==> config.mk <==
export PLATFORM = sky130hd
export DESIGN_NAME = psg_gate
export DESIGN_NICKNAME = d
export VERILOG_FILES = /design/src/pkg/psg_pkg.sv /design/src/rtl/psg_free_rom.sv /design/src/rtl/psg_gate.sv
export SDC_FILE = /design/constraint.sdc
export NUM_CORES = 1
export LEC_CHECK = 0
export ABC_AREA = 1
export BUFFER_PORTS_ARGS = -buffer_cell sky130_fd_sc_hd__buf_4
export CORE_MARGIN = 3
export CORE_UTILIZATION = 40
export DETAILED_ROUTE_END_ITERATION = 12
export MAX_ROUTING_LAYER = met4
export PLACE_DENSITY = 0.67
export SYNTH_ARGS = -nofsm -noshare
export SYNTH_HDL_FRONTEND = slang
export SYNTH_SLANG_ARGS = --single-unit
==> constraint.sdc <==
create_clock -name i_clk_sys -period 2.35 [get_ports i_clk_sys]
set_clock_uncertainty 0.2 [all_clocks]
set_input_delay 0.235 -clock i_clk_sys [delete_from_list [all_inputs] [get_ports i_clk_sys]]
set_output_delay 0.235 -clock i_clk_sys [all_outputs]
set_load 0.01 [all_outputs]
==> src/pkg/psg_pkg.sv <==
// Shared types and constants for the parameter access security gate
package psg_pkg;

  // ---------------------------------------------------------------
  // Parameter index layout: menu in the high byte, number in the low
  // ---------------------------------------------------------------
  localparam int unsigned PSG_IDX_W  = 16;
  localparam int unsigned PSG_DATA_W = 12;
  localparam int unsigned PSG_CODE_W = 8;

  // ---------------------------------------------------------------
  // Security code values
  // ---------------------------------------------------------------
  localparam logic [PSG_DATA_W-1:0] PSG_CODE_OFF  = 12'h000;  // Security disabled
  localparam logic [PSG_DATA_W-1:0] PSG_CODE_L1   = 12'h095;  // 149
  localparam logic [PSG_DATA_W-1:0] PSG_CODE_L2   = 12'h0C8;  // 200
  localparam logic [PSG_DATA_W-1:0] PSG_CODE_MAX  = 12'h0FF;  // 255, top of user code range
  localparam logic [PSG_DATA_W-1:0] PSG_SAVE_VAL  = 12'h001;  // Value at xx.00 that asks for a save
  localparam logic [PSG_CODE_W-1:0] PSG_NV_RESET  = 8'h95;    // Working code before the store is loaded
  localparam logic [7:0]            PSG_NUM_ZERO  = 8'h00;    // Index xx.00

  // ---------------------------------------------------------------
  // Special parameter indices
  // ---------------------------------------------------------------
  localparam logic [PSG_IDX_W-1:0] PSG_IDX_SEC      = 16'h0B11;  // 11.17 security code
  localparam logic [PSG_IDX_W-1:0] PSG_IDX_USR_LO   = 16'h0B01;  // 11.01
  localparam logic [PSG_IDX_W-1:0] PSG_IDX_USR_HI   = 16'h0B0A;  // 11.10
  localparam int unsigned          PSG_FREE_COUNT   = 24;

  // Group writable without a code right after power-on, unless a user code is set
  localparam logic [PSG_IDX_W-1:0] PSG_FREE_LIST [0:PSG_FREE_COUNT-1] = '{
    16'h0105, 16'h0106, 16'h0109, 16'h010B, 16'h010C, 16'h010D,
    16'h0204, 16'h0205, 16'h0206, 16'h0207,
    16'h0309, 16'h030A, 16'h030B, 16'h030E, 16'h030F, 16'h0310, 16'h0311,
    16'h0405, 16'h0406, 16'h0505,
    16'h0606, 16'h0607, 16'h0608, 16'h060A
  };

  // ---------------------------------------------------------------
  // Carriers
  // ---------------------------------------------------------------
  typedef struct packed {
    logic [7:0] menu;
    logic [7:0] num;
    logic       visible;
    logic       read_only;
  } psg_attr_s;

  typedef struct packed {
    logic                  valid;
    logic                  write;
    psg_attr_s             attr;
    logic [PSG_DATA_W-1:0] data;
  } psg_req_s;

  typedef struct packed {
    logic                  mode;
    logic                  reset_key;
    logic                  prog_driven;
    psg_attr_s             attr;
    logic [PSG_DATA_W-1:0] data;
  } psg_key_s;

  typedef struct packed {
    logic valid;
    logic read_ok;
    logic write_ok;
  } psg_ans_s;

  typedef enum logic [1:0] {
    PSG_IDLE       = 2'b00,
    PSG_EDIT_CODE  = 2'b01,
    PSG_EDIT_PARAM = 2'b10
  } psg_edit_e;

endpackage : psg_pkg

==> src/rtl/psg_free_rom.sv <==
// Registered lookup of the power-on free-access parameter group
`timescale 1ns/1ps
module psg_free_rom (
  input  wire logic                           i_clk_sys,
  input  wire logic                           i_rst_n,
  input  wire logic [psg_pkg::PSG_IDX_W-1:0]  i_idx_a,
  input  wire logic [psg_pkg::PSG_IDX_W-1:0]  i_idx_b,
  output logic                                o_hit_a,
  output logic                                o_hit_b
);

  typedef struct packed {
    logic hit_a;
    logic hit_b;
  } psg_rom_state_s;

  psg_rom_state_s s;
  psg_rom_state_s next_s;

  // ---------------------------------------------------------------
  // Membership test
  // ---------------------------------------------------------------
  function automatic logic is_free(input logic [psg_pkg::PSG_IDX_W-1:0] idx);
    logic hit;
    hit = (idx >= psg_pkg::PSG_IDX_USR_LO) && (idx <= psg_pkg::PSG_IDX_USR_HI);
    for (int i = 0; i < psg_pkg::PSG_FREE_COUNT; i++) begin
      if (idx == psg_pkg::PSG_FREE_LIST[i]) begin
        hit = 1'b1;
      end
    end
    return hit;
  endfunction : is_free

  // Two lookups so request and keypad paths never contend
  always_comb begin
    next_s       = s;
    next_s.hit_a = is_free(i_idx_a);
    next_s.hit_b = is_free(i_idx_b);
  end

  always_ff @(posedge i_clk_sys or negedge i_rst_n) begin
    if (!i_rst_n) begin
      s <= '0;
    end else begin
      s <= next_s;
    end
  end

  assign o_hit_a = s.hit_a;
  assign o_hit_b = s.hit_b;

endmodule : psg_free_rom

==> src/rtl/psg_gate.sv <==
// Security gate deciding read and write access to drive parameters
`timescale 1ns/1ps
module psg_gate (
  input  wire logic                            i_clk_sys,
  input  wire logic                            i_rst_n,
  input  wire psg_pkg::psg_req_s               i_req,
  input  wire psg_pkg::psg_key_s               i_key,
  input  wire logic [psg_pkg::PSG_CODE_W-1:0]  i_nv_code,
  output psg_pkg::psg_ans_s                    o_ans,
  output logic                                 o_flash,
  output logic                                 o_save,
  output logic [psg_pkg::PSG_CODE_W-1:0]       o_nv_code,
  output logic [psg_pkg::PSG_CODE_W-1:0]       o_code_value
);

  // ---------------------------------------------------------------
  // State
  // ---------------------------------------------------------------
  typedef struct packed {
    psg_pkg::psg_edit_e                 edit;
    logic                               loaded;
    logic                               lvl1;
    logic                               lvl2;
    logic                               lvl3;
    logic                               free_win;
    logic [psg_pkg::PSG_CODE_W-1:0]     nv_code;
    logic [psg_pkg::PSG_CODE_W-1:0]     work_code;
    psg_pkg::psg_req_s                  req_d;
    psg_pkg::psg_key_s                  key_d;
    psg_pkg::psg_ans_s                  ans;
    logic                               flash;
    logic                               save;
  } psg_state_s;

  psg_state_s s;
  psg_state_s next_s;
  logic       hit_req;
  logic       hit_key;

  // ---------------------------------------------------------------
  // Free-group lookup, one cycle, aligned with the delayed events
  // ---------------------------------------------------------------
  psg_free_rom u_free_rom (
    .i_clk_sys (i_clk_sys),
    .i_rst_n   (i_rst_n),
    .i_idx_a   ({i_req.attr.menu, i_req.attr.num}),
    .i_idx_b   ({i_key.attr.menu, i_key.attr.num}),
    .o_hit_a   (hit_req),
    .o_hit_b   (hit_key)
  );

  // ---------------------------------------------------------------
  // Access decisions
  // ---------------------------------------------------------------
  // Saved code 0 turns protection off entirely
  function automatic logic sec_off(input psg_state_s st);
    return {4'h0, st.nv_code} == psg_pkg::PSG_CODE_OFF;
  endfunction : sec_off

  // A user code is in force when the saved code is neither 0 nor 149
  function automatic logic l3_set(input psg_state_s st);
    return !sec_off(st) && ({4'h0, st.nv_code} != psg_pkg::PSG_CODE_L1);
  endfunction : l3_set

  function automatic logic rd_ok(input psg_pkg::psg_attr_s a, input psg_state_s st);
    logic ok;
    if (!st.loaded) begin
      ok = 1'b0;
    end else if (sec_off(st)) begin
      ok = 1'b1;
    end else if (l3_set(st) && !st.lvl3) begin
      ok = 1'b0;
    end else if (!a.visible) begin
      ok = st.lvl2;
    end else begin
      ok = 1'b1;
    end
    return ok;
  endfunction : rd_ok

  function automatic logic wr_ok(input psg_pkg::psg_attr_s a, input logic hit, input psg_state_s st);
    logic ok;
    if (!st.loaded || a.read_only) begin
      ok = 1'b0;
    end else if (sec_off(st)) begin
      ok = 1'b1;
    end else if (l3_set(st) && !st.lvl3) begin
      ok = 1'b0;
    end else if (!a.visible) begin
      ok = st.lvl2;
    end else begin
      // Free group only while no user code is set and the window is open
      ok = st.lvl1 || st.lvl2 || (hit && st.free_win && !l3_set(st));
    end
    return ok;
  endfunction : wr_ok

  // ---------------------------------------------------------------
  // Next-state logic
  // ---------------------------------------------------------------
  always_comb begin
    next_s           = s;
    next_s.req_d     = i_req;
    next_s.key_d     = i_key;
    next_s.ans       = '0;
    next_s.save      = 1'b0;

    // Pull the saved code from the store once after every reset
    if (!s.loaded) begin
      next_s.loaded    = 1'b1;
      next_s.nv_code   = i_nv_code;
      next_s.work_code = i_nv_code;
    end else begin
      // Keypad sequence
      if (s.key_d.mode) begin
        unique case (s.edit)
          psg_pkg::PSG_IDLE: begin
            if (s.key_d.attr.num == psg_pkg::PSG_NUM_ZERO) begin
              next_s.edit = psg_pkg::PSG_EDIT_CODE;
            end else if (wr_ok(s.key_d.attr, hit_key, s) && !s.key_d.prog_driven) begin
              next_s.edit  = psg_pkg::PSG_EDIT_PARAM;
              next_s.flash = 1'b1;
            end else begin
              next_s.flash = 1'b0;
            end
          end
          psg_pkg::PSG_EDIT_CODE: begin
            next_s.edit     = psg_pkg::PSG_IDLE;
            // Any code entry ends the power-on free window
            next_s.free_win = 1'b0;
            if (l3_set(s) && !s.lvl3) begin
              // Only the user code is heard until it has been given
              if (s.key_d.data == {4'h0, s.nv_code}) begin
                next_s.lvl3 = 1'b1;
              end
            end else if (s.key_d.data == psg_pkg::PSG_CODE_L1) begin
              next_s.lvl1 = 1'b1;
            end else if (s.key_d.data == psg_pkg::PSG_CODE_L2) begin
              next_s.lvl2 = 1'b1;
            end
          end
          psg_pkg::PSG_EDIT_PARAM: begin
            next_s.edit  = psg_pkg::PSG_IDLE;
            next_s.flash = 1'b0;
          end
          default: begin
            next_s.edit  = psg_pkg::PSG_IDLE;
            next_s.flash = 1'b0;
          end
        endcase
      end

      // Save action commits the working code to the store
      if (s.key_d.reset_key && (s.key_d.attr.num == psg_pkg::PSG_NUM_ZERO) &&
          (s.key_d.data == psg_pkg::PSG_SAVE_VAL)) begin
        next_s.nv_code = s.work_code;
        next_s.save    = 1'b1;
      end

      // Access request answer
      if (s.req_d.valid) begin
        next_s.ans.valid    = 1'b1;
        next_s.ans.read_ok  = rd_ok(s.req_d.attr, s);
        next_s.ans.write_ok = s.req_d.write && wr_ok(s.req_d.attr, hit_req, s);
        // Writes of 0 to 255 to the code parameter land in the working copy
        if (s.req_d.write && wr_ok(s.req_d.attr, hit_req, s) &&
            ({s.req_d.attr.menu, s.req_d.attr.num} == psg_pkg::PSG_IDX_SEC) &&
            (s.req_d.data <= psg_pkg::PSG_CODE_MAX)) begin
          next_s.work_code = s.req_d.data[psg_pkg::PSG_CODE_W-1:0];
        end
      end
    end
  end

  // ---------------------------------------------------------------
  // State register; reset clears all accepted levels
  // ---------------------------------------------------------------
  always_ff @(posedge i_clk_sys or negedge i_rst_n) begin
    if (!i_rst_n) begin
      s           <= '0;
      s.edit      <= psg_pkg::PSG_IDLE;
      s.lvl1      <= 1'b0;
      s.lvl2      <= 1'b0;
      s.lvl3      <= 1'b0;
      s.free_win  <= 1'b1;
      s.nv_code   <= psg_pkg::PSG_NV_RESET;
      s.work_code <= psg_pkg::PSG_NV_RESET;
    end else begin
      s <= next_s;
    end
  end

  // ---------------------------------------------------------------
  // Outputs, all straight from the state register
  // ---------------------------------------------------------------
  assign o_ans        = s.ans;
  assign o_flash      = s.flash;
  assign o_save       = s.save;
  assign o_nv_code    = s.nv_code;
  assign o_code_value = s.work_code;

endmodule : psg_gate

## Word-level counts from Yosys, hierarchy flattened

Index checks and enable logic that the tools add are counted.

| cells by class | value |
|---|---|
| $lt $le $gt $ge | 5 |
| equality and inequality tests | 60 |
| multiplexer cells | 79 |
| bitwise operators | 3 |
| reductions and logical operators | 34 |

Operators by type and width:

| kind | number |
|---|---|
| $eq 16x10->1 const B | 22 |
| $eq 16x11->1 const B | 14 |
| $eq 16x9->1 const B | 12 |
| $mux 1 | 69 |
| $ge 16x12->1 const B | 2 |
| $le 16x12->1 const B | 2 |
| $eq 12x8->1 const B | 2 |
| $mux 8 | 3 |
| $eq 16x12->1 const B | 1 |
| $logic_not 8->1 | 2 |
| $mux 16 | 1 |
| $logic_and 1x1->1 | 14 |
| $eq 12x1->1 const B | 1 |
| $eq 12x8->1 | 1 |
| $le 12x8->1 const B | 1 |
| $reduce_and 5->1 | 2 |
| $ne 8x8->1 const B | 1 |
| $mux 2 | 3 |
| $reduce_and 3->1 | 2 |
| $reduce_and 6->1 | 1 |
| $logic_not 1->1 | 5 |
| $logic_or 1x1->1 | 5 |
| $mux 5 | 1 |
| $ne 2x1->1 const B | 2 |
| other kinds (9) | 12 |

| storage, ports and cells | value |
|---|---|
| register bits after elaboration | 87 |
| bits of input ports | 75 |
| output and inout bits | 21 |
| word-level logic and storage cells | 210 |

## Longest topological paths before layout

Gate-level depths: netlist of run 1.

| logic depth | value |
|---|---|
| depth after elaboration | 26 |
| depth in mapped cells | 12 |
| gate-level depth less buffers | 12 |

## Hierarchy

A second synthesis of run 1 with hierarchy kept.

| second synthesis, totals | value |
|---|---|
| cell total of the unflattened synthesis | 453 |
| area, all modules | 3985.1 µm² |

By module, submodules not included:

| module | times used | cells each | area each (µm²) | sequential area each (µm²) |
|---|---|---|---|---|
| psg_gate | 1 | 321 | 3355.7 | 2138.3 |
| psg_free_rom | 1 | 132 | 629.4 | 50.0 |

## Worst setup path before layout of run 1

No wires, ideal clock.

| path | value |
|---|---|
| path type | register to register |
| from | reg s (netlist bit o_nv_code[4]) |
| to | reg s (netlist bit o_code_value[1]) |
| setup time | 117 ps |
| arrival | 1305 ps |
| required time | 2033 ps |
| path slack | 728 ps |
| stages on the path, launching flop included | 12 |
| path buffers | 0 |
| clock period less this slack | 1622 ps |
| path through | dfstp_2 > inv_1 > nand2_1 > nor2_1 > nand2_2 > inv_2 > o21ai_2 > nor2_4 > nand2_4 > nand2_8 > nand2_1 > nand2_1 |

| on the way | value |
|---|---|
| word-level cells in the longest chain between the ends | 17 |
| elaborated cells on any way between the ends | 19 |
| classes of those cells | eq/ne: 2; mux: 6; reduce/logical: 11 |

Ends and longest elaborated chain:

| what | RTL line | text |
|---|---|---|
| start, declared | psg_gate.sv:35 | `psg_state_s s;` |
| start signal, assigned | psg_gate.sv:189 | `s <= next_s;` |
| $logic_not 8->1 | psg_gate.sv:57 | `return {4'h0, st.nv_code} == psg_pkg::PSG_CODE_OFF;` |
| $logic_not 1->1 | psg_gate.sv:62 | `return !sec_off(st) && ({4'h0, st.nv_code} != psg_pkg::PSG_CODE_L1);` |
| $logic_and 1x1->1 | psg_gate.sv:62 |  |
| $logic_not 1->1 | psg_gate.sv:93 | `ok = st.lvl1 \|\| st.lvl2 \|\| (hit && st.free_win && !l3_set(st));` |
| $logic_and 1x1->1 | psg_gate.sv:93 |  |
| $logic_or 1x1->1 | psg_gate.sv:93 |  |
| $mux 1 | psg_gate.sv:89 | `end else if (!a.visible) begin` |
| $mux 1 | psg_gate.sv:87 | `end else if (l3_set(st) && !st.lvl3) begin` |
| $mux 1 (*) | psg_gate.sv:85 | `end else if (sec_off(st)) begin` |
| $mux 1 (*) | psg_gate.sv:83 | `if (!st.loaded \|\| a.read_only) begin` |
| $mux 1 (*) | psg_gate.sv:161 | `if (s.req_d.valid) begin` |
| $mux 1 (*) | psg_gate.sv:109 | `if (!s.loaded) begin` |
| $logic_and 1x1->1 (*) (2 in series) | psg_gate.sv:166 | `if (s.req_d.write && wr_ok(s.req_d.attr, hit_req, s) &&` |
| $logic_and 1x1->1 (*) | psg_gate.sv:167 | `({s.req_d.attr.menu, s.req_d.attr.num} == psg_pkg::PSG_IDX_SEC) &&` |
| $ne 2x1->1 (no line) (*) | n/a |  |
| $reduce_and 2->1 (no line) (*) | n/a |  |

Every way passes the cells marked *; elsewhere a longest branch is shown, timed or not. The select of a mux whose other input is x is not followed.
A chain may end at the register's enable or synchronous reset.

==> flow_summary_export.csv, run 1 <==
group,metric,value,unit
route,post-route-drc-count,0,
worst_setup_path,ff2ff_setup_slack,0.52,ns
worst_setup_path,critPathCaptureType,"flop",
route,routed_wl,9041,um
worst_setup_path,cp.depth,5,
worst_setup_path,crit_slowest_cell,"dlygate4sd3_1",
die,initial_core_util,41.23,%
yosys,yosysTopAreaCell,"dfrtp_1",
placement,hpwl,6274,um
yosys,synth_top_family_by_area,"simple AND/OR/NAND/NOR gates",
clocking,ctsResizeCount,0,
yosys,synthSimpleGateAreaFrac,28.41,%
grt,gr-usage-all-layers,17.77,%
pwr,leakagePower,2.750,nW
clocking,cts_tree,"built",
worst_setup_path,cp-startpoint,"i_key[27]",
clocking,clock_sinks,87,
clocking,clock_path_buffers,2,
yosys,synth_cells,431,
sta,fin_tns_setup,0,ns
die,row_count,35,
sta,post-route-period-util,82.02,%
min_path,holdCritPathClass,"primary input to flop",
yosys,synthArstFlopShare,100.0,%
pwr,powerDensity,591.2,nW/um^2
die,core,9284,um^2
worst_setup_path,slowest_delay,0.56,ns
yosys,avgSynthCellArea,8.880,um^2
yosys,synth_ff_type,"dfrtp_1",
worst_setup_path,critPathLaunchType,"primary input",
yosys,synth_fp_nets,506,
die,fp.dieArea,10780,um^2
layout,syn_to_final_growth,42.04,%
clocking,cts.clk_slew.worst_paths,0.09,ns
yosys,yosys-top-cells-count,"nand2_1, dfrtp_1, nor2_1",
worst_setup_path,required,2.42,ns
clocking,cts_setup_buffers,0,
clocking,postCtsHoldBufs,67,
worst_setup_path,crit_path_max_fanout,1,
layout,final_nets,658,
sta,rsz0062_at_grt,"false",
yosys,synth_most_common_cell,"nand2_1",
placement,gp_congestion,0.8606,
yosys,synth_top_area_share,51.00,%
worst_setup_path,worst-path-buf-inv,3,
layout,final_cell_area,5436,um^2
grt,grt_pass1_vias,3318,
run,cap_violations,0,
route,antenna_left,0,
die,die_w,103.8,um
die,die_y,103.8,um
route,drt-vias-per-instance,4.674,
yosys,synthMuxAreaShare,0,%
placement,place_area,4557,um^2
worst_setup_path,cpMostUsedCell,"dlygate4sd3_1",
die,ioPinCount,96,
worst_setup_path,cp_top_family,"buffers and inverters",
sta,fin_crit,1.927,ns
layout,drive_gt1_share,23.98,%
sta,fin_hold_ws,0.03164,ns
yosys,synthXorXnorAreaFrac,0.9153,%
yosys,ys_types,38,
route,drtIter0Drc,234,
yosys,syn_area,3827,um^2
run_status,status,"finished, final reports clean",
sta,fmax,518.8,MHz
worst_setup_path,reg2reg_depth,11,
pwr,ir_drop,0.0002963,V
sta,relSlewSlack,63.41,%
clocking,cts_buffers,9,
grt,grt_pass1_wl,15190,um
placement,port-buffer-count,95,
clocking,clock-root-buffer,"clkbuf_8",
clocking,htreeDepth,3,
sta,hold_viol_final,0,
layout,num_antenna_cells,0,
route,wl_per_cell,12.61,um
grt,antenna_found_initial,0,
placement,dp_cells,634,
layout,final_cells,717,
yosys,ys_warn_count,0,
yosys,synth-compound-area-share,4.184,%
worst_setup_path,r2r-start,"o_nv_code[0]$_DFFE_PN1P_",
grt,grt_max_degree,88,
worst_setup_path,cp-endpoint,"u_free_rom.o_hit_b$_DFF_PN0_",
clocking,clock_latency,0.36,ns
route,first_pass_iters,6,
yosys,synthTopCellsByArea,"dfrtp_1, nand2_1, dfstp_2",
route,num_vias,3351,
worst_setup_path,critical_path_arrival,2.00,ns
yosys,synthAdderAreaFrac,0,%
worst_setup_path,r2r_end,"o_code_value[5]$_DFFE_PN0P_",
grt,grt_overflow,0,
worst_setup_path,crit_path_cell_trace,"dlygate4sd3_1 -> buf_4 -> or4_1 -> dlygate4sd3_1 -> nor2_1",
sta,setup_violations,0,
worst_setup_path,criticalPathCategory,"primary input to flop",
yosys,yosysSeqAreaShare,57.18,%
yosys,synth_edf_count,0,
sta,worstMarginPinSlew,0.5438,ns
sta,slew_viol_final,0,
yosys,ys_ff_latch,87,
layout,nFillCells,795,
==> metrics by stage <==
stage | setup slack (ns) | util [%] | power [mW]
after global placement | 0.6171 | 49.08 | 2.061
after detailed placement | 0.5528 | 49.08 | 2.069
after global routing | 0.3740 | 58.56 | 3.389
after CTS | 0.4203 | 58.56 | 3.257
final | 0.4226 | 58.56 | 3.214
after floorplan | 0.7278 | - | 1.871
==> worst min-delay path by stage <==
stage                                to  cells past startpoint  slack [ns]         start
2_1_floorplan        o_ans[0]$_DFF_PN0_                      0       -0.26       i_rst_n
6_report       o_nv_code[3]$_DFFE_PN0P_                      3        0.03  i_nv_code[3]
5_1_grt        o_nv_code[3]$_DFFE_PN0P_                      3        0.04  i_nv_code[3]
4_1_cts        o_nv_code[3]$_DFFE_PN0P_                      3        0.02  i_nv_code[3]
3_3_place_gp            s[47]$_DFF_PN0_                      2        0.10       i_rst_n
3_5_place_dp            s[49]$_DFF_PN0_                      2        0.11       i_rst_n
==> metal layers <==
| metal | wire [um] | share of wire [%] | GRT usage (%) | vias to the layer above |
|---|---|---|---|---|
| met5 | 0 | 0 | - | - |
| met4 | 157 | 1.7 | 6.933 | 0 |
| met2 | 4632 | 51 | 29.53 | 121 |
| met1 | 3793 | 42 | 21.51 | 1546 |
| met3 | 457 | 5.1 | 3.364 | 20 |
| li1 | - | - | - | 1664 |
==> state kept, by name, indices dropped and copies added, names as in the netlist <==
name / cells
s: 64
u_free_rom.o_hit_b: 1
o_code_value: 8
u_free_rom.o_hit_a: 1
o_save: 1
o_flash: 1
o_nv_code: 8
o_ans: 3
==> worst min-delay path, cell delays in order <==
cell	delay, ns
buf_4	0.11
nand2_1	0.10
a31oi_1	0.10
==> area by class of cell <==
type / count / area [um^2] / area share (%)
Clock buffer: 9 / 123.9 / 2.278
Clock inverter: 7 / 85.08 / 1.565
Inverter: 48 / 180.2 / 3.314
Multi-Input combinational cell: 273 / 1286 / 23.66
Sequential cell: 87 / 2188 / 40.25
Tap cell: 129 / 161.4 / 2.969
Timing Repair Buffer: 164 / 1411 / 25.96
==> placed cells by master (no fill, tap or decap), types with 2 or more instances in the layout <==
master / instances
nand2_1: 111
buf_4: 96
dfrtp_1: 78
dlygate4sd3_1: 67
nor2_1: 57
inv_1: 44
nand3_1: 30
nand4_1: 15
clkbuf_8: 9
dfstp_2: 9
a31oi_1: 8
o21ai_0: 6
nor4_1: 6
nor3_1: 6
inv_6: 5
a21oi_1: 4
or2_2: 3
inv_2: 3
nand2_2: 3
and3_1: 3
xnor2_1: 3
nand3b_1: 2
a31o_2: 2
==> kinds of logic after synthesis <==
group,after synthesis
AND/OR/NAND/NOR,243
flip-flops,87
buffers and inverters,71
AO/OA/AOI/OAI,25
XOR/XNOR,4
other,1
==> power breakdown <==
group	internal, mW	switching, mW
clock network	0.518	0.566
registers	1.59	0.0589
logic	0.257	0.223
total	2.37	0.849
(Power assumes the default switching activity.)
==> inputs of run 2 (changes only) <==
Settings changed: ABC_AREA 1 to 0.
Clock period 2.35 ns to 1.87 ns, I/O delays scaled along.
==> flow_summary_export.csv, run 2 <==
group,metric,value,unit
run_status,status,"finished with violations",
run_status,violations,"setup timing",
route,routed_wl,8866,um
layout,num_antenna_cells,0,
worst_setup_path,r2r_end,"o_code_value[5]$_DFFE_PN0P_",
sta,worst_slack,-0.2802,ns
clocking,cts_buffers,9,
sta,fmax,465.1,MHz
yosys,synth_fp_nets,370,
yosys,synthTopCellsByArea,"dfrtp_1, dfstp_2, buf_4",
worst_setup_path,reg2reg_depth,7,
worst_setup_path,required,1.96,ns
route,wl_per_cell,15.26,um
sta,fin_hold_ws,0.05203,ns
yosys,avgSynthCellArea,12.21,um^2
layout,top_register,"s",
route,first_pass_iters,4,
yosys,synth_most_common_cell,"dfrtp_1",
layout,final_cell_mix,"buf_4, dfrtp_1, dlygate4sd3_1",
placement,hpwl,6070,um
worst_setup_path,critPathLaunchType,"flop",
sta,setup_violations,13,
pwr,leakagePower,2.478,nW
die,die_w,100.9,um
die,fp.dieArea,10180,um^2
sta,fin_tns_setup,-2.926,ns
layout,drive_gt1_share,36.13,%
pwr,ir_drop,0.0004716,V
yosys,synth_cells,295,
route,drtIter0Drc,66,
sta,post-route-period-util,115.0,%
grt,grt_pass1_wl,14880,um
worst_setup_path,criticalPathCategory,"flop to flop",
worst_setup_path,ff2ff_setup_slack,-0.28,ns
route,top_layer,"met4",
yosys,yosys-top-cells-count,"dfrtp_1, buf_4, nand2_1",
layout,syn_to_final_growth,51.20,%
route,wl_met2,4698,um
die,initial_core_util,42.56,%
worst_setup_path,critPathCaptureType,"flop",
grt,grt_pass1_vias,3148,
grt,gr-usage-all-layers,19.22,%
die,row_count,33,
clocking,cts.clk_slew.worst_paths,0.08,ns
grt,antenna_found_initial,0,
yosys,syn_area,3602,um^2
placement,port-buffer-count,95,
yosys,ys_types,52,
die,core,8464,um^2
die,ioPinCount,96,
min_path,holdCritPathClass,"primary input to async pin",
route,drt-met1-wl,3696,um
layout,utilization,64.35,%
yosys,yosysTopAreaCell,"dfrtp_1",
clocking,clock-root-buffer,"clkbuf_8",
grt,grt_max_degree,34,
yosys,synth_edf_count,0,
worst_setup_path,critical_path_arrival,2.24,ns
placement,gp_congestion,0.7948,
yosys,yosysSeqAreaShare,60.75,%
layout,largest_register_ffs,64,
clocking,clock_sinks,87,
placement,preCtsSetupSlack,-0.4896,ns
die,die_y,100.9,um
route,drt-vias-per-instance,5.003,
route,num_vias,2907,
yosys,synthArstFlopShare,100.0,%
sta,rsz0062_at_grt,"true",
layout,final_nets,546,
pwr,powerDensity,719.6,nW/um^2
sta,fin_crit,2.150,ns
route,post-route-drc-count,0,
layout,final_common_cell,"buf_4",
clocking,clock_path_buffers,2,
clocking,htreeDepth,3,
route,antenna_left,0,
yosys,synth_ff_type,"dfrtp_1",
worst_setup_path,r2r-start,"o_nv_code[6]$_DFFE_PN0P_",
run,cap_violations,0,
yosys,ys_warn_count,0,
clocking,cts_tree,"built",
clocking,clock_latency,0.35,ns
yosys,ys_ff_latch,87,
grt,grt_overflow,0,
sta,slew_viol_final,0,
route,wl_met3,330,um
worst_setup_path,crit_path_max_fanout,8,
yosys,synth_top_area_share,54.19,%
sta,hold_viol_final,0,
-- run 2: changes by cell type after synthesis, sizes merged, moves of 7 or more --
cell    before  now
nand3       31    4
a21boi       1    9
mux2i        0    8
o221a        0    8
nand2      116   13
or2          3   10
nor2        59   12
o21ai        7   14
nor3b        0    8
inv         47    6
nand4       15    2
-- run 2: through the flow --
stage	cell area [um^2]	std cells	power [mW]
finish	5446	581	3.919
CTS	5411	581	3.952
detailed placement	4477	495	2.542
floorplan	3612	295	2.260
global placement	4477	495	2.530
global route	5446	581	4.110
-- run 2: worst max-delay path by stage --
stage                                       end  slack (ns)                      from  cells after the start
floorplan           o_code_value[1]$_DFFE_PN0P_       -0.35  o_nv_code[1]$_DFFE_PN0P_                      7
global route        o_code_value[3]$_DFFE_PN0P_       -0.38  o_nv_code[6]$_DFFE_PN0P_                      7
CTS                 o_code_value[6]$_DFFE_PN0P_       -0.27  o_nv_code[6]$_DFFE_PN0P_                      7
detailed placement  o_code_value[1]$_DFFE_PN0P_       -0.49  o_nv_code[2]$_DFFE_PN1P_                      5
global placement    o_code_value[5]$_DFFE_PN0P_       -0.43  o_nv_code[2]$_DFFE_PN1P_                      5
finish              o_code_value[5]$_DFFE_PN0P_       -0.28  o_nv_code[6]$_DFFE_PN0P_                      7
-- run 2: cell families (layout without fill, tap and decap cells) --
family          after synthesis  in the layout  synth area share, %
other cells                   1              1               0.1041
simple gates                100            100                17.23
compound gates               60             60                12.12
xor+xnor                      8              8                1.945
mux                           8              8                2.223
buf+inv                      31            212                5.627
flops                        87             87                60.75
-- run 2: per-layer routing --
metal  global-route usage [%]  vias to the layer above
li1                         -                     1397
met1                    22.55                     1433
met2                    33.01                       65
met3                    3.945                       12
met4                    6.339                        0
met5                        -                        -
-- run 2: timing repair --
| item | CTS | global route |
|---|---|---|
| endpoints found under the hold margin | 149 | 0 |
| hold buffers | 69 | 0 |
| pin swaps | 8 | 15 |
| gates resized for setup | 17 | 8 |
| buffers inserted | 1 | 0 |
| endpoints found under the setup margin | 21 | 23 |
-- run 2: final cells by class --
class	instances	area, um^2
sequential	87	2188
clock inverter	5	57.56
clock buffer	11	141.4
fill	666	3018
tap	105	131.4
timing repair buffer	190	1619
multi-input combinational	177	1286
inverter	6	22.52
-- run 2: worst max-delay path, cell delays in order, from the launching register on --
cell	delay (ns)
dfrtp_1	0.39
or4_4	0.59
o21ai_4	0.16
o2111ai_2	0.15
buf_4	0.16
o21ai_2	0.12
buf_6	0.15
o221a_1	0.18
-- run 2: power by group --
part	switching [mW]	internal (mW)
Clock	0.629	0.651
Sequential	0.0562	1.99
Combinational	0.241	0.353
Total	0.927	2.99
==> inputs of run 3 (changes only) <==
Settings changed: MAX_ROUTING_LAYER met4 to unset.
==> flow_summary_export.csv, run 3 (synthesized netlist as in run 2, its figures left out) <==
group,metric,value,unit
worst_setup_path,criticalPathCategory,"flop to flop",
grt,antenna_found_initial,0,
grt,grt_pass1_wl,14930,um
layout,final_common_cell,"buf_4",
worst_setup_path,crit_path_cell_trace,"or4_4 -> o21ai_4 -> o2111ai_2 -> buf_4 -> o21ai_2 -> buf_6 -> o221a_1",
route,routed_wl,8844,um
clocking,htreeDepth,3,
worst_setup_path,cp_top_family,"compound AO/OA/AOI/OAI gates",
layout,utilization,64.35,%
clocking,cts.clk_slew.worst_paths,0.08,ns
layout,nFillCells,666,
route,antenna_left,0,
die,fp.dieArea,10180,um^2
clocking,clock_sinks,87,
worst_setup_path,slowest_delay,0.59,ns
grt,grt_overflow,0,
die,ioPinCount,96,
sta,rsz0062_at_grt,"true",
die,initial_core_util,42.56,%
pwr,ir_drop,0.0004716,V
worst_setup_path,crit_slowest_cell,"or4_4",
clocking,clock_path_buffers,2,
die,core,8464,um^2
route,first_pass_iters,4,
layout,drive_gt1_share,36.13,%
die,row_count,33,
run_status,violations,"setup timing",
layout,register_area,2188,um^2
layout,top_register,"s",
worst_setup_path,worst-path-buf-inv,2,
clocking,cts_tree,"built",
layout,syn_to_final_growth,51.20,%
route,drtIter0Drc,60,
worst_setup_path,r2r_end,"o_code_value[6]$_DFFE_PN0P_",
sta,fmax,465.2,MHz
die,die_w,100.9,um
pwr,powerDensity,718.9,nW/um^2
worst_setup_path,r2r-start,"o_nv_code[6]$_DFFE_PN0P_",
grt,grt_max_degree,34,
sta,fin_crit,2.149,ns
worst_setup_path,critPathCaptureType,"flop",
worst_setup_path,critPathLaunchType,"flop",
route,post-route-drc-count,0,
die,die_y,100.9,um
run,cap_violations,0,
layout,largest_register_ffs,64,
placement,hpwl,6070,um
clocking,cts_buffers,9,
sta,hold_viol_final,0,
min_path,holdCritPathClass,"primary input to async pin",
layout,final_cell_mix,"buf_4, dfrtp_1, dlygate4sd3_1",
worst_setup_path,ff2ff_setup_slack,-0.28,ns
route,wl_per_cell,15.22,um
grt,grt_pass1_vias,3137,
route,drt-vias-per-instance,4.979,
layout,final_nets,546,
pwr,finalPower,3.916,mW
worst_setup_path,reg2reg_depth,7,
worst_setup_path,required,1.96,ns
clocking,clock-root-buffer,"clkbuf_8",
worst_setup_path,critical_path_arrival,2.24,ns
worst_setup_path,crit_path_max_fanout,8,
run_status,status,"finished with violations",
sta,setup_violations,13,
layout,multi_input_area,1286,um^2
grt,gr-usage-all-layers,18.73,%
sta,worst_slack,-0.2795,ns
placement,gp_congestion,0.7839,
sta,slew_viol_final,0,
pwr,leakagePower,2.478,nW
clocking,clock_latency,0.35,ns
route,num_vias,2893,
layout,num_antenna_cells,0,
placement,port-buffer-count,95,
sta,post-route-period-util,114.9,%
-- run 3: cell counts in the layout (fill, tap and decap cells not counted) --
Identical to the previous run, type by type.
-- run 3: report_power, final --
group	total [mW]	leakage [nW]	internal (mW)	switching (mW)
Clock	1.28	0.0916	0.651	0.627
Combinational	0.594	1.36	0.353	0.241
Sequential	2.04	1.03	1.99	0.0558
Total	3.92	2.48	2.99	0.923
-- run 3: how the worst max path moves through the flow --
stage	start	end	slack (ns)	depth (start not counted)
5_1_grt	o_nv_code[6]$_DFFE_PN0P_	o_code_value[3]$_DFFE_PN0P_	-0.38	7
3_5_place_dp	o_nv_code[2]$_DFFE_PN1P_	o_code_value[1]$_DFFE_PN0P_	-0.49	5
3_3_place_gp	o_nv_code[2]$_DFFE_PN1P_	o_code_value[5]$_DFFE_PN0P_	-0.43	5
6_report	o_nv_code[6]$_DFFE_PN0P_	o_code_value[6]$_DFFE_PN0P_	-0.28	7
2_1_floorplan	o_nv_code[1]$_DFFE_PN0P_	o_code_value[1]$_DFFE_PN0P_	-0.35	7
4_1_cts	o_nv_code[6]$_DFFE_PN0P_	o_code_value[6]$_DFFE_PN0P_	-0.27	7
-- run 3: routing by layer --
layer	vias to the layer above	part of all wire (%)	track usage, %
li1	1397	-	-
met1	1428	42	22.64
met2	58	54	33.01
met3	10	3.6	4.152
met4	0	1.3	6.237
met5	-	0	0
-- run 3: timing repair --
item | CTS | global route
resized for setup | 17 | 8
buffers inserted | 1 | 0
endpoints found under the hold margin | 149 | 0
hold buffers | 69 | 0
endpoints found under the setup margin | 21 | 23
pin swaps | 8 | 15
-- run 3: through the flow --
step | cells | hold WS (ns) | area [um^2] | setup WS [ns] | setup TNS (ns)
finish | 581 | 0.05677 | 5446 | -0.2795 | -2.922
global route | 581 | 0.07879 | 5446 | -0.3796 | -4.453
CTS | 581 | 0.05538 | 5411 | -0.2747 | -3.011
detailed placement | 495 | -0.1058 | 4477 | -0.4896 | -5.030
global placement | 495 | -0.1068 | 4477 | -0.4350 | -4.667
floorplan | 295 | -0.3086 | 3612 | -0.3525 | -3.027
-- run 3: final cells by class --
cell class	instances	share of cell area (%)
well taps	105	2.412
clock inverters	5	1.057
multi-input cells	177	23.62
clock buffers	11	2.596
inverters	6	0.4135
repair buffers	190	29.73
flip-flops and latches	87	40.18
